## config.mk

```make
export PLATFORM = sky130hd
export DESIGN_NAME = circ_ctl
export DESIGN_NICKNAME = d
export VERILOG_FILES = /design/src/rtl/circ_ctl.v
export VERILOG_INCLUDE_DIRS = /design/src /design/src/rtl
export SDC_FILE = /design/constraint.sdc
export NUM_CORES = 1
export LEC_CHECK = 0
export ABC_CLOCK_PERIOD_IN_PS = 2350
export BUFFER_PORTS_ARGS = -buffer_cell sky130_fd_sc_hd__buf_2
export CAP_MARGIN = 5
export CORE_ASPECT_RATIO = 2
export CORE_MARGIN = 4
export CORE_UTILIZATION = 40
export DETAILED_ROUTE_END_ITERATION = 16
export HOLD_SLACK_MARGIN = 0.06
export PLACE_DENSITY = 0.72
export SLEW_MARGIN = 15
export SYNTH_ARGS = -nofsm -noshare
export SYNTH_HDL_FRONTEND = slang
export SYNTH_SLANG_ARGS = --single-unit
export TNS_END_PERCENT = 1
```

## constraint.sdc

```tcl
create_clock -name core_clk -period 2.35 [get_ports core_clk]
set_input_delay 0.235 -clock core_clk [delete_from_list [all_inputs] [get_ports core_clk]]
set_output_delay 0.235 -clock core_clk [all_outputs]
set_load 0.01 [all_outputs]
```

## src/rtl/circ_map.vh

```
// circ_map.vh: constants of the interrupt, reset and ready control unit
// assumes inclusion by bare name from the design file only
`ifndef CIRC_MAP_VH
`define CIRC_MAP_VH

// ----------------------------------------------------------------------
// vector locations
// ----------------------------------------------------------------------
`define CIRC_VEC_NMI_LO   16'hfffa
`define CIRC_VEC_RST_LO   16'hfffc
`define CIRC_VEC_IRQ_LO   16'hfffe

// ----------------------------------------------------------------------
// vector selector codes
// ----------------------------------------------------------------------
`define CIRC_VSEL_IRQ     2'h0
`define CIRC_VSEL_NMI     2'h1
`define CIRC_VSEL_RST     2'h2

// ----------------------------------------------------------------------
// stack page and field positions
// ----------------------------------------------------------------------
`define CIRC_STACK_PAGE   8'h01
`define CIRC_PC_HI_MSB    15
`define CIRC_PC_HI_LSB    8
`define CIRC_PC_LO_MSB    7
`define CIRC_PC_LO_LSB    0

// ----------------------------------------------------------------------
// timing counts
// ----------------------------------------------------------------------
`define CIRC_RST_INIT_CYC 3'h6
`define CIRC_RST_CNT_W    3

// ----------------------------------------------------------------------
// reset values
// ----------------------------------------------------------------------
`define CIRC_RST_ADDR     16'h0000
`define CIRC_RST_BYTE     8'h00
`define CIRC_RST_SP       8'h00
`define CIRC_RST_CNT      3'h0

`endif

```

## src/rtl/circ_ctl.v

```verilog
// circ_ctl.v: control-pin unit of an 8-bit processor core
// (ready stall, opcode fetch marker, interrupts, reset sequence, overflow set)
// assumes one bus cycle per core_clk cycle; pins synchronous to core_clk
`timescale 1ns/10ps
`include "circ_map.vh"

// Operation
// - ready stalls read cycles, never write cycles
// - stalled read keeps presenting its address
// - ready low on write ignored until read
// - maskable request waits for instruction end
// - maskable request taken only with mask clear
// - sequence pushes program counter and status
// - mask flag set after state saved
// - maskable vector low fffe, high ffff
// - interrupts recognised only while ready high
// - non-maskable request is a falling edge
// - non-maskable uses same sequence, ignores mask
// - non-maskable vector low fffa, high fffb
// - inputs sampled each cycle, start at boundary
// - external pin sets overflow flag
// - fetch marker high whole opcode fetch cycle
// - ready low in fetch freezes until high
// - writes suppressed while reset held low
// - reset rising edge starts sequence at once
// - six cycles, then mask set, vector fffc/fffd
module circ_ctl
(
    // clock and reset
    input  wire        core_clk,
    input  wire        rst_n,
    input  wire        clk_en,
    // processor pins
    input  wire        rdy,
    input  wire        irq_n,
    input  wire        nmi_n,
    input  wire        so_n,
    input  wire        res_n,
    output wire        sync,
    // memory bus
    output wire [15:0] bus_addr,
    output wire [7:0]  bus_wdata,
    output wire        bus_we,
    input  wire [7:0]  bus_rdata,
    // core cycle request
    input  wire [15:0] core_req_addr,
    input  wire [7:0]  core_req_wdata,
    input  wire        core_req_we,
    input  wire        core_req_fetch,
    input  wire [7:0]  core_status,
    input  wire [7:0]  core_sp,
    input  wire        core_flag_i,
    // core answers
    output wire        core_take,
    output wire [7:0]  core_rdata,
    output wire        core_rvalid,
    output wire        core_reset,
    output wire        pc_load,
    output wire [15:0] pc_vec,
    output wire        sp_dec,
    output wire        set_i,
    output wire        set_v
);

// ----------------------------------------------------------------------
// states
// ----------------------------------------------------------------------
localparam [3:0] ST_IDLE   = 4'h0;
localparam [3:0] ST_PUSH_H = 4'h1;
localparam [3:0] ST_PUSH_L = 4'h2;
localparam [3:0] ST_PUSH_P = 4'h3;
localparam [3:0] ST_VEC_L  = 4'h4;
localparam [3:0] ST_VEC_H  = 4'h5;
localparam [3:0] ST_RESUME = 4'h6;
localparam [3:0] ST_RHOLD  = 4'h7;
localparam [3:0] ST_RINIT  = 4'h8;

// ----------------------------------------------------------------------
// state registers
// ----------------------------------------------------------------------
reg  [3:0]  state_q;
reg  [15:0] cyc_addr_q;
reg  [7:0]  cyc_wdata_q;
reg         cyc_we_q;
reg         cyc_fetch_q;
reg         cyc_core_q;
reg  [15:0] ret_q;
reg  [7:0]  sp_q;
reg  [1:0]  vsel_q;
reg  [`CIRC_RST_CNT_W-1:0] cnt_q;
reg  [7:0]  vec_lo_q;
reg  [15:0] pc_vec_q;
reg  [7:0]  rdata_q;
reg         rvalid_q;
reg         pc_load_q;
reg         sp_dec_q;
reg         set_i_q;
reg         set_v_q;
reg         irq_q;
reg         nmi_prev_q;
reg         nmi_pend_q;
reg         so_prev_q;
reg         res_prev_q;

// ----------------------------------------------------------------------
// next values
// ----------------------------------------------------------------------
reg  [3:0]  state_d;
reg         ld_d;
reg  [15:0] n_addr_d;
reg  [7:0]  n_wdata_d;
reg         n_we_d;
reg         n_fetch_d;
reg         n_core_d;
reg  [15:0] ret_d;
reg  [7:0]  sp_d;
reg  [1:0]  vsel_d;
reg  [`CIRC_RST_CNT_W-1:0] cnt_d;
reg         clr_nmi_d;
reg         set_i_d;
reg         sp_dec_d;
reg         pc_load_d;
reg  [15:0] vec_lo_addr;

// ----------------------------------------------------------------------
// cycle progress and recognition
// ----------------------------------------------------------------------
wire cyc_done  = cyc_we_q | rdy;
wire adv       = clk_en & cyc_done;
wire res_rise  = res_n & ~res_prev_q;
wire in_reset  = ~res_n | res_rise;
wire nmi_fall  = nmi_prev_q & ~nmi_n;
wire int_req   = nmi_pend_q | (irq_q & ~core_flag_i);
wire start_int = (state_q == ST_IDLE) & core_req_fetch & rdy & int_req;

always @*
begin
    case (vsel_q)
        `CIRC_VSEL_NMI: vec_lo_addr = `CIRC_VEC_NMI_LO;
        `CIRC_VSEL_RST: vec_lo_addr = `CIRC_VEC_RST_LO;
        default:        vec_lo_addr = `CIRC_VEC_IRQ_LO;
    endcase
end

// ----------------------------------------------------------------------
// sequencer
// ----------------------------------------------------------------------
always @*
begin
    state_d   = state_q;
    ld_d      = 1'b0;
    n_addr_d  = cyc_addr_q;
    n_wdata_d = `CIRC_RST_BYTE;
    n_we_d    = 1'b0;
    n_fetch_d = 1'b0;
    n_core_d  = 1'b0;
    ret_d     = ret_q;
    sp_d      = sp_q;
    vsel_d    = vsel_q;
    cnt_d     = cnt_q;
    clr_nmi_d = 1'b0;
    set_i_d   = 1'b0;
    sp_dec_d  = 1'b0;
    pc_load_d = 1'b0;
    if (!res_n)
    begin
        state_d  = ST_RHOLD;
        ld_d     = 1'b1;
        n_addr_d = core_req_addr;
    end
    else if (res_rise)
    begin
        state_d  = ST_RINIT;
        ld_d     = 1'b1;
        n_addr_d = core_req_addr;
        cnt_d    = `CIRC_RST_CNT;
    end
    else if (cyc_done)
    begin
        case (state_q)
            ST_IDLE, ST_RESUME:
            begin
                ld_d = 1'b1;
                if (start_int)
                begin
                    state_d   = ST_PUSH_H;
                    n_addr_d  = {`CIRC_STACK_PAGE, core_sp};
                    n_we_d    = 1'b1;
                    n_wdata_d = core_req_addr[`CIRC_PC_HI_MSB:`CIRC_PC_HI_LSB];
                    ret_d     = core_req_addr;
                    sp_d      = core_sp - 8'h01;
                    vsel_d    = nmi_pend_q ? `CIRC_VSEL_NMI : `CIRC_VSEL_IRQ;
                    clr_nmi_d = nmi_pend_q;
                end
                else
                begin
                    state_d   = ST_IDLE;
                    n_addr_d  = core_req_addr;
                    n_we_d    = core_req_we;
                    n_wdata_d = core_req_wdata;
                    n_fetch_d = core_req_fetch;
                    n_core_d  = 1'b1;
                end
            end
            ST_PUSH_H:
            begin
                state_d   = ST_PUSH_L;
                ld_d      = 1'b1;
                n_addr_d  = {`CIRC_STACK_PAGE, sp_q};
                n_we_d    = 1'b1;
                n_wdata_d = ret_q[`CIRC_PC_LO_MSB:`CIRC_PC_LO_LSB];
                sp_d      = sp_q - 8'h01;
                sp_dec_d  = 1'b1;
            end
            ST_PUSH_L:
            begin
                state_d   = ST_PUSH_P;
                ld_d      = 1'b1;
                n_addr_d  = {`CIRC_STACK_PAGE, sp_q};
                n_we_d    = 1'b1;
                n_wdata_d = core_status;
                sp_d      = sp_q - 8'h01;
                sp_dec_d  = 1'b1;
            end
            ST_PUSH_P:
            begin
                state_d  = ST_VEC_L;
                ld_d     = 1'b1;
                n_addr_d = vec_lo_addr;
                sp_dec_d = 1'b1;
                set_i_d  = 1'b1;
            end
            ST_VEC_L:
            begin
                state_d  = ST_VEC_H;
                ld_d     = 1'b1;
                n_addr_d = {vec_lo_addr[15:1], 1'b1};
            end
            ST_VEC_H:
            begin
                state_d   = ST_RESUME;
                ld_d      = 1'b1;
                n_addr_d  = cyc_addr_q;
                pc_load_d = 1'b1;
            end
            ST_RINIT:
            begin
                ld_d     = 1'b1;
                n_addr_d = core_req_addr;
                if (cnt_q == (`CIRC_RST_INIT_CYC - 3'h1))
                begin
                    state_d  = ST_VEC_L;
                    n_addr_d = `CIRC_VEC_RST_LO;
                    vsel_d   = `CIRC_VSEL_RST;
                    set_i_d  = 1'b1;
                end
                else
                begin
                    cnt_d = cnt_q + 3'h1;
                end
            end
            default:
            begin
                state_d = ST_IDLE;
            end
        endcase
    end
end

// ----------------------------------------------------------------------
// registers
// ----------------------------------------------------------------------
always @(posedge core_clk)
begin
    if (!rst_n)
    begin
        state_q     <= ST_RHOLD;
        cyc_addr_q  <= `CIRC_RST_ADDR;
        cyc_wdata_q <= `CIRC_RST_BYTE;
        cyc_we_q    <= 1'b0;
        cyc_fetch_q <= 1'b0;
        cyc_core_q  <= 1'b0;
        ret_q       <= `CIRC_RST_ADDR;
        sp_q        <= `CIRC_RST_SP;
        vsel_q      <= `CIRC_VSEL_IRQ;
        cnt_q       <= `CIRC_RST_CNT;
        vec_lo_q    <= `CIRC_RST_BYTE;
        pc_vec_q    <= `CIRC_RST_ADDR;
        rdata_q     <= `CIRC_RST_BYTE;
        rvalid_q    <= 1'b0;
        pc_load_q   <= 1'b0;
        sp_dec_q    <= 1'b0;
        set_i_q     <= 1'b0;
        set_v_q     <= 1'b0;
        irq_q       <= 1'b0;
        nmi_prev_q  <= 1'b1;
        nmi_pend_q  <= 1'b0;
        so_prev_q   <= 1'b1;
        res_prev_q  <= 1'b0;
    end
    else if (clk_en)
    begin
        state_q    <= state_d;
        ret_q      <= ret_d;
        sp_q       <= sp_d;
        vsel_q     <= vsel_d;
        cnt_q      <= cnt_d;
        // stalled read keeps its address on the bus
        if (ld_d)
        begin
            cyc_addr_q  <= n_addr_d;
            cyc_wdata_q <= n_wdata_d;
            cyc_we_q    <= n_we_d;
            cyc_fetch_q <= n_fetch_d;
            cyc_core_q  <= n_core_d;
        end
        // vector capture
        if (adv && !in_reset && state_q == ST_VEC_L)
            vec_lo_q <= bus_rdata;
        if (adv && !in_reset && state_q == ST_VEC_H)
            pc_vec_q <= {bus_rdata, vec_lo_q};
        // core read data
        rvalid_q   <= adv & cyc_core_q & ~cyc_we_q;
        if (adv && cyc_core_q && !cyc_we_q)
            rdata_q <= bus_rdata;
        pc_load_q  <= pc_load_d;
        sp_dec_q   <= sp_dec_d;
        set_i_q    <= set_i_d;
        // pin sampling, one sample per cycle
        irq_q      <= ~irq_n;
        nmi_prev_q <= nmi_n;
        nmi_pend_q <= nmi_fall | (nmi_pend_q & ~clr_nmi_d);
        so_prev_q  <= so_n;
        set_v_q    <= so_prev_q & ~so_n;
        res_prev_q <= res_n;
    end
end

// ----------------------------------------------------------------------
// outputs
// ----------------------------------------------------------------------
assign sync        = cyc_fetch_q;
assign bus_addr    = cyc_addr_q;
assign bus_wdata   = cyc_wdata_q;
assign bus_we      = cyc_we_q & res_n;
assign core_take   = adv & ld_d & n_core_d;
assign core_rdata  = rdata_q;
assign core_rvalid = rvalid_q;
assign core_reset  = (state_q == ST_RHOLD) | (state_q == ST_RINIT);
assign pc_load     = pc_load_q;
assign pc_vec      = pc_vec_q;
assign sp_dec      = sp_dec_q;
assign set_i       = set_i_q;
assign set_v       = set_v_q;

endmodule // circ_ctl

```

==> reports/results.ini <==
[worst_setup_path]
cp-end-kind=output port
required_ns=2.12
critPathArrivalTime_ns=1.97
critPathKind=register to output port
start_kind=register
path_max_fanout=9

[floorplanning]
ios=116
die_w_um=85.60
die-area_um2=13970
rows=56
start_util_pct=40.92
coreArea_um2=11770
die_y_um=163.2

[routing]
drt_iter0_markers=310
firstDrtPassIters=4
wl_um=15760
ant_nets=0
drcViolationCount=0
vias_per_cell=5.831
wl_per_cell_um=18.46
route.vias.total=4980

[grt]
use_met2_pct=40.69
grt_max_degree=36
grt_busiest_layer=met2
grt_pass1_wl_um=24630
grtUsageTotal_pct=22.36
grt_overflow_total=0
antenna_found_initial=0
grt_pass1_vias=4972
use_met1_pct=22.57
use_met3_pct=3.887

[place]
io_buffers=115
placedCellCount=839
placedInstanceArea_um2=5600
post-place-ws_ns=0.1594
dpl.hpwl_um=12060
gp_congestion=0.9159

[clock_tree]
cts.sinks=94
clk_pin_slew_worst_paths_ns=0.06
cts_resized=0
hold_buffers=0
cts_max_path_buffers=2
clock_tree.root_cell=clkbuf_16
htree_levels=3
cts_tree=yes
clk_latency_ns=0.33
postCtsSetupRepairBufs=0
cts_buffers=9

[yosys]
synth_top_area_share_pct=39.06
syn_area_per_cell_um2=8.096
ys_ff_latch=94
netlist_top_cells_area=dfxtp_1 (39%), nand2_1 (9.2%), a21oi_1 (6.8%), a21boi_0 (3.0%), o21ai_0 (2.5%)
yosysUniqueCellTypes=76
yosysWarnings=0
synth-main-ff-cell=dfxtp_1
async_flop_share_pct=0
syn-cell-area_um2=4817
synth_nets=657
synth_edf_count=0
syn_inst=595
synth_largest_area_cell=dfxtp_1
yosysSeqAreaShare_pct=39.06

[sta]
setup_viol=0
hold_viol=0
slew_viol_final=0
finalCritPeriodShare_pct=93.80
clock_skew_ns=0.005318
max-slew-margin-rel_pct=33.81
max_freq_ghz=0.4537
tightestPinTransition_ns=0.9918
fin_tns_setup_ns=0
rsz0062_at_grt=no
finalWorstSetupSlack_ns=0.1458
layout_min_cycle_time_ns=2.204

[finish]
fin_cells=854
final_area_um2=5917
regArea_um2=1882
drive_gt1_share_pct=26.09
fin_nets=767
n_antenna_cell=0
multi_input_area_um2=2685
nFillCells=1137
area_growth_pct=22.83

[power]
p_leak_nw=2.411
peakVddDrop_uv=387.6
power.density_nw_per_um2=603.5

[flow_run]
maxCapViolCount=0

[status]
status=finished clean

[hold_path]
holdCritPathClass=input pin to register

## cell families after synthesis
| kind of cell | count (synthesis) | synth area share (%) |
|---|---|---|
| xor+xnor | 3 | 0.5456 |
| buf+inv | 56 | 5.455 |
| simple gates | 222 | 22.81 |
| mux | 11 | 2.338 |
| fa+ha+maj | 3 | 0.7793 |
| flops | 94 | 39.06 |
| compound gates | 206 | 29.01 |
## layout by cell type (no fill, tap or decap), types with 3 or more instances in the layout
master | synthesis | routed
o211ai_1 | 6 | 6
o211a_1 | 3 | 3
nor4_1 | 3 | 3
or3_1 | 3 | 3
o21a_1 | 3 | 3
nor2_1 | 29 | 28
clkbuf_16 | 0 | 9
a211oi_1 | 6 | 6
buf_4 | 2 | 27
a21oi_1 | 65 | 65
nand2_1 | 118 | 118
nand4b_1 | 3 | 3
a22o_1 | 8 | 8
a22oi_1 | 13 | 13
nand3_1 | 13 | 13
mux2i_1 | 9 | 9
buf_2 | 18 | 115
a31oi_1 | 9 | 9
a221o_1 | 4 | 4
inv_1 | 11 | 11
a21boi_0 | 19 | 18
nand2b_1 | 5 | 5
or2_2 | 5 | 5
nand4_1 | 3 | 3
o22ai_1 | 12 | 12
clkbuf_8 | 0 | 3
and2_1 | 7 | 7
dfxtp_1 | 94 | 94
nor2b_1 | 10 | 10
o21ai_0 | 24 | 24
nor3_1 | 7 | 7
## per-layer routing
metal	share of wire [%]	wire, um	vias to the layer above
met5	0	0	-
met4	5.5	860	0
met3	6.4	1008	51
met2	53	8298	236
met1	35	5594	2324
li1	-	-	2369
## registers in the layout, summed over array words and instances, names as in the netlist, 2 cells and up
signal	cells
bus_addr	16
pc_vec	16
bus_wdata	8
core_rdata	8
ret_q	8
sp_q	8
vec_lo_q	8
state_q	4
cnt_q	3
vsel_q	2
## critical path, cell delays in order (launching register included)
cell	delay, ns
dfxtp_1	0.48
o211a_1	0.31
and2_1	0.40
and3_1	0.29
buf_2	0.16
## path summary, 6_finish.rpt
kind	start	slack, ns	cells past startpoint	endpoint
worst min register to register	pc_vec[2]$_SDFFE_PN0P_	0.45	2	pc_vec[2]$_SDFFE_PN0P_
worst min-delay path	so_n	0.14	3	so_prev_q$_SDFFE_PN1P_
worst max register to register	state_q[1]$_SDFFE_PN1P_	0.20	9	sp_q[6]$_SDFFE_PN0P_
worst max-delay path	cyc_we_q$_SDFFE_PN0P_	0.15	4	core_take
## layout make-up
cell class,instances,area share (%)
timing repair buffer,144,13.83
clock inverter,3,0.7190
multi-input combinational,445,45.38
inverter,11,0.6978
tap,145,3.066
clock buffer,12,4.504
sequential,94,31.80
## Yosys cell counts, drive strengths merged (2+ instances only)
master / number
a211oi: 6
a21boi: 19
a21oi: 66
a221o: 4
a221oi: 2
a22o: 8
a22oi: 13
a311oi: 2
a31oi: 10
a32o: 2
and2: 7
and3: 2
buf: 26
clkbuf: 19
dfxtp: 94
ha: 3
inv: 11
mux2: 2
mux2i: 9
nand2: 118
nand2b: 5
nand3: 13
nand4: 3
nand4b: 3
nor2: 30
nor2b: 10
nor3: 7
nor4: 4
nor4b: 4
o2111a: 2
o211a: 3
o211ai: 8
o21a: 3
o21ai: 26
o22ai: 12
o2bb2ai: 2
o311ai: 3
o31a: 2
o32ai: 2
or2: 5
or3: 3
xor2: 2
## per-stage QoR
stage	hold WS [ns]	total power, mW	utilization (%)
detailed placement	0.4430	2.092	47.58
floorplan	0.3634	1.919	-
finish	0.1383	3.571	50.27
CTS	0.1300	3.589	50.20
global placement	0.4412	2.084	47.58
global route	0.1378	3.684	50.27
## power by group
part | internal [mW] | leakage (nW) | total [mW] | switching, mW
registers | 1.63 | 0.763 | 1.64 | 0.0188
clock network | 0.904 | 0.151 | 1.50 | 0.600
logic | 0.159 | 1.50 | 0.422 | 0.262
Note: power is estimated with default switching activity, not from simulation.
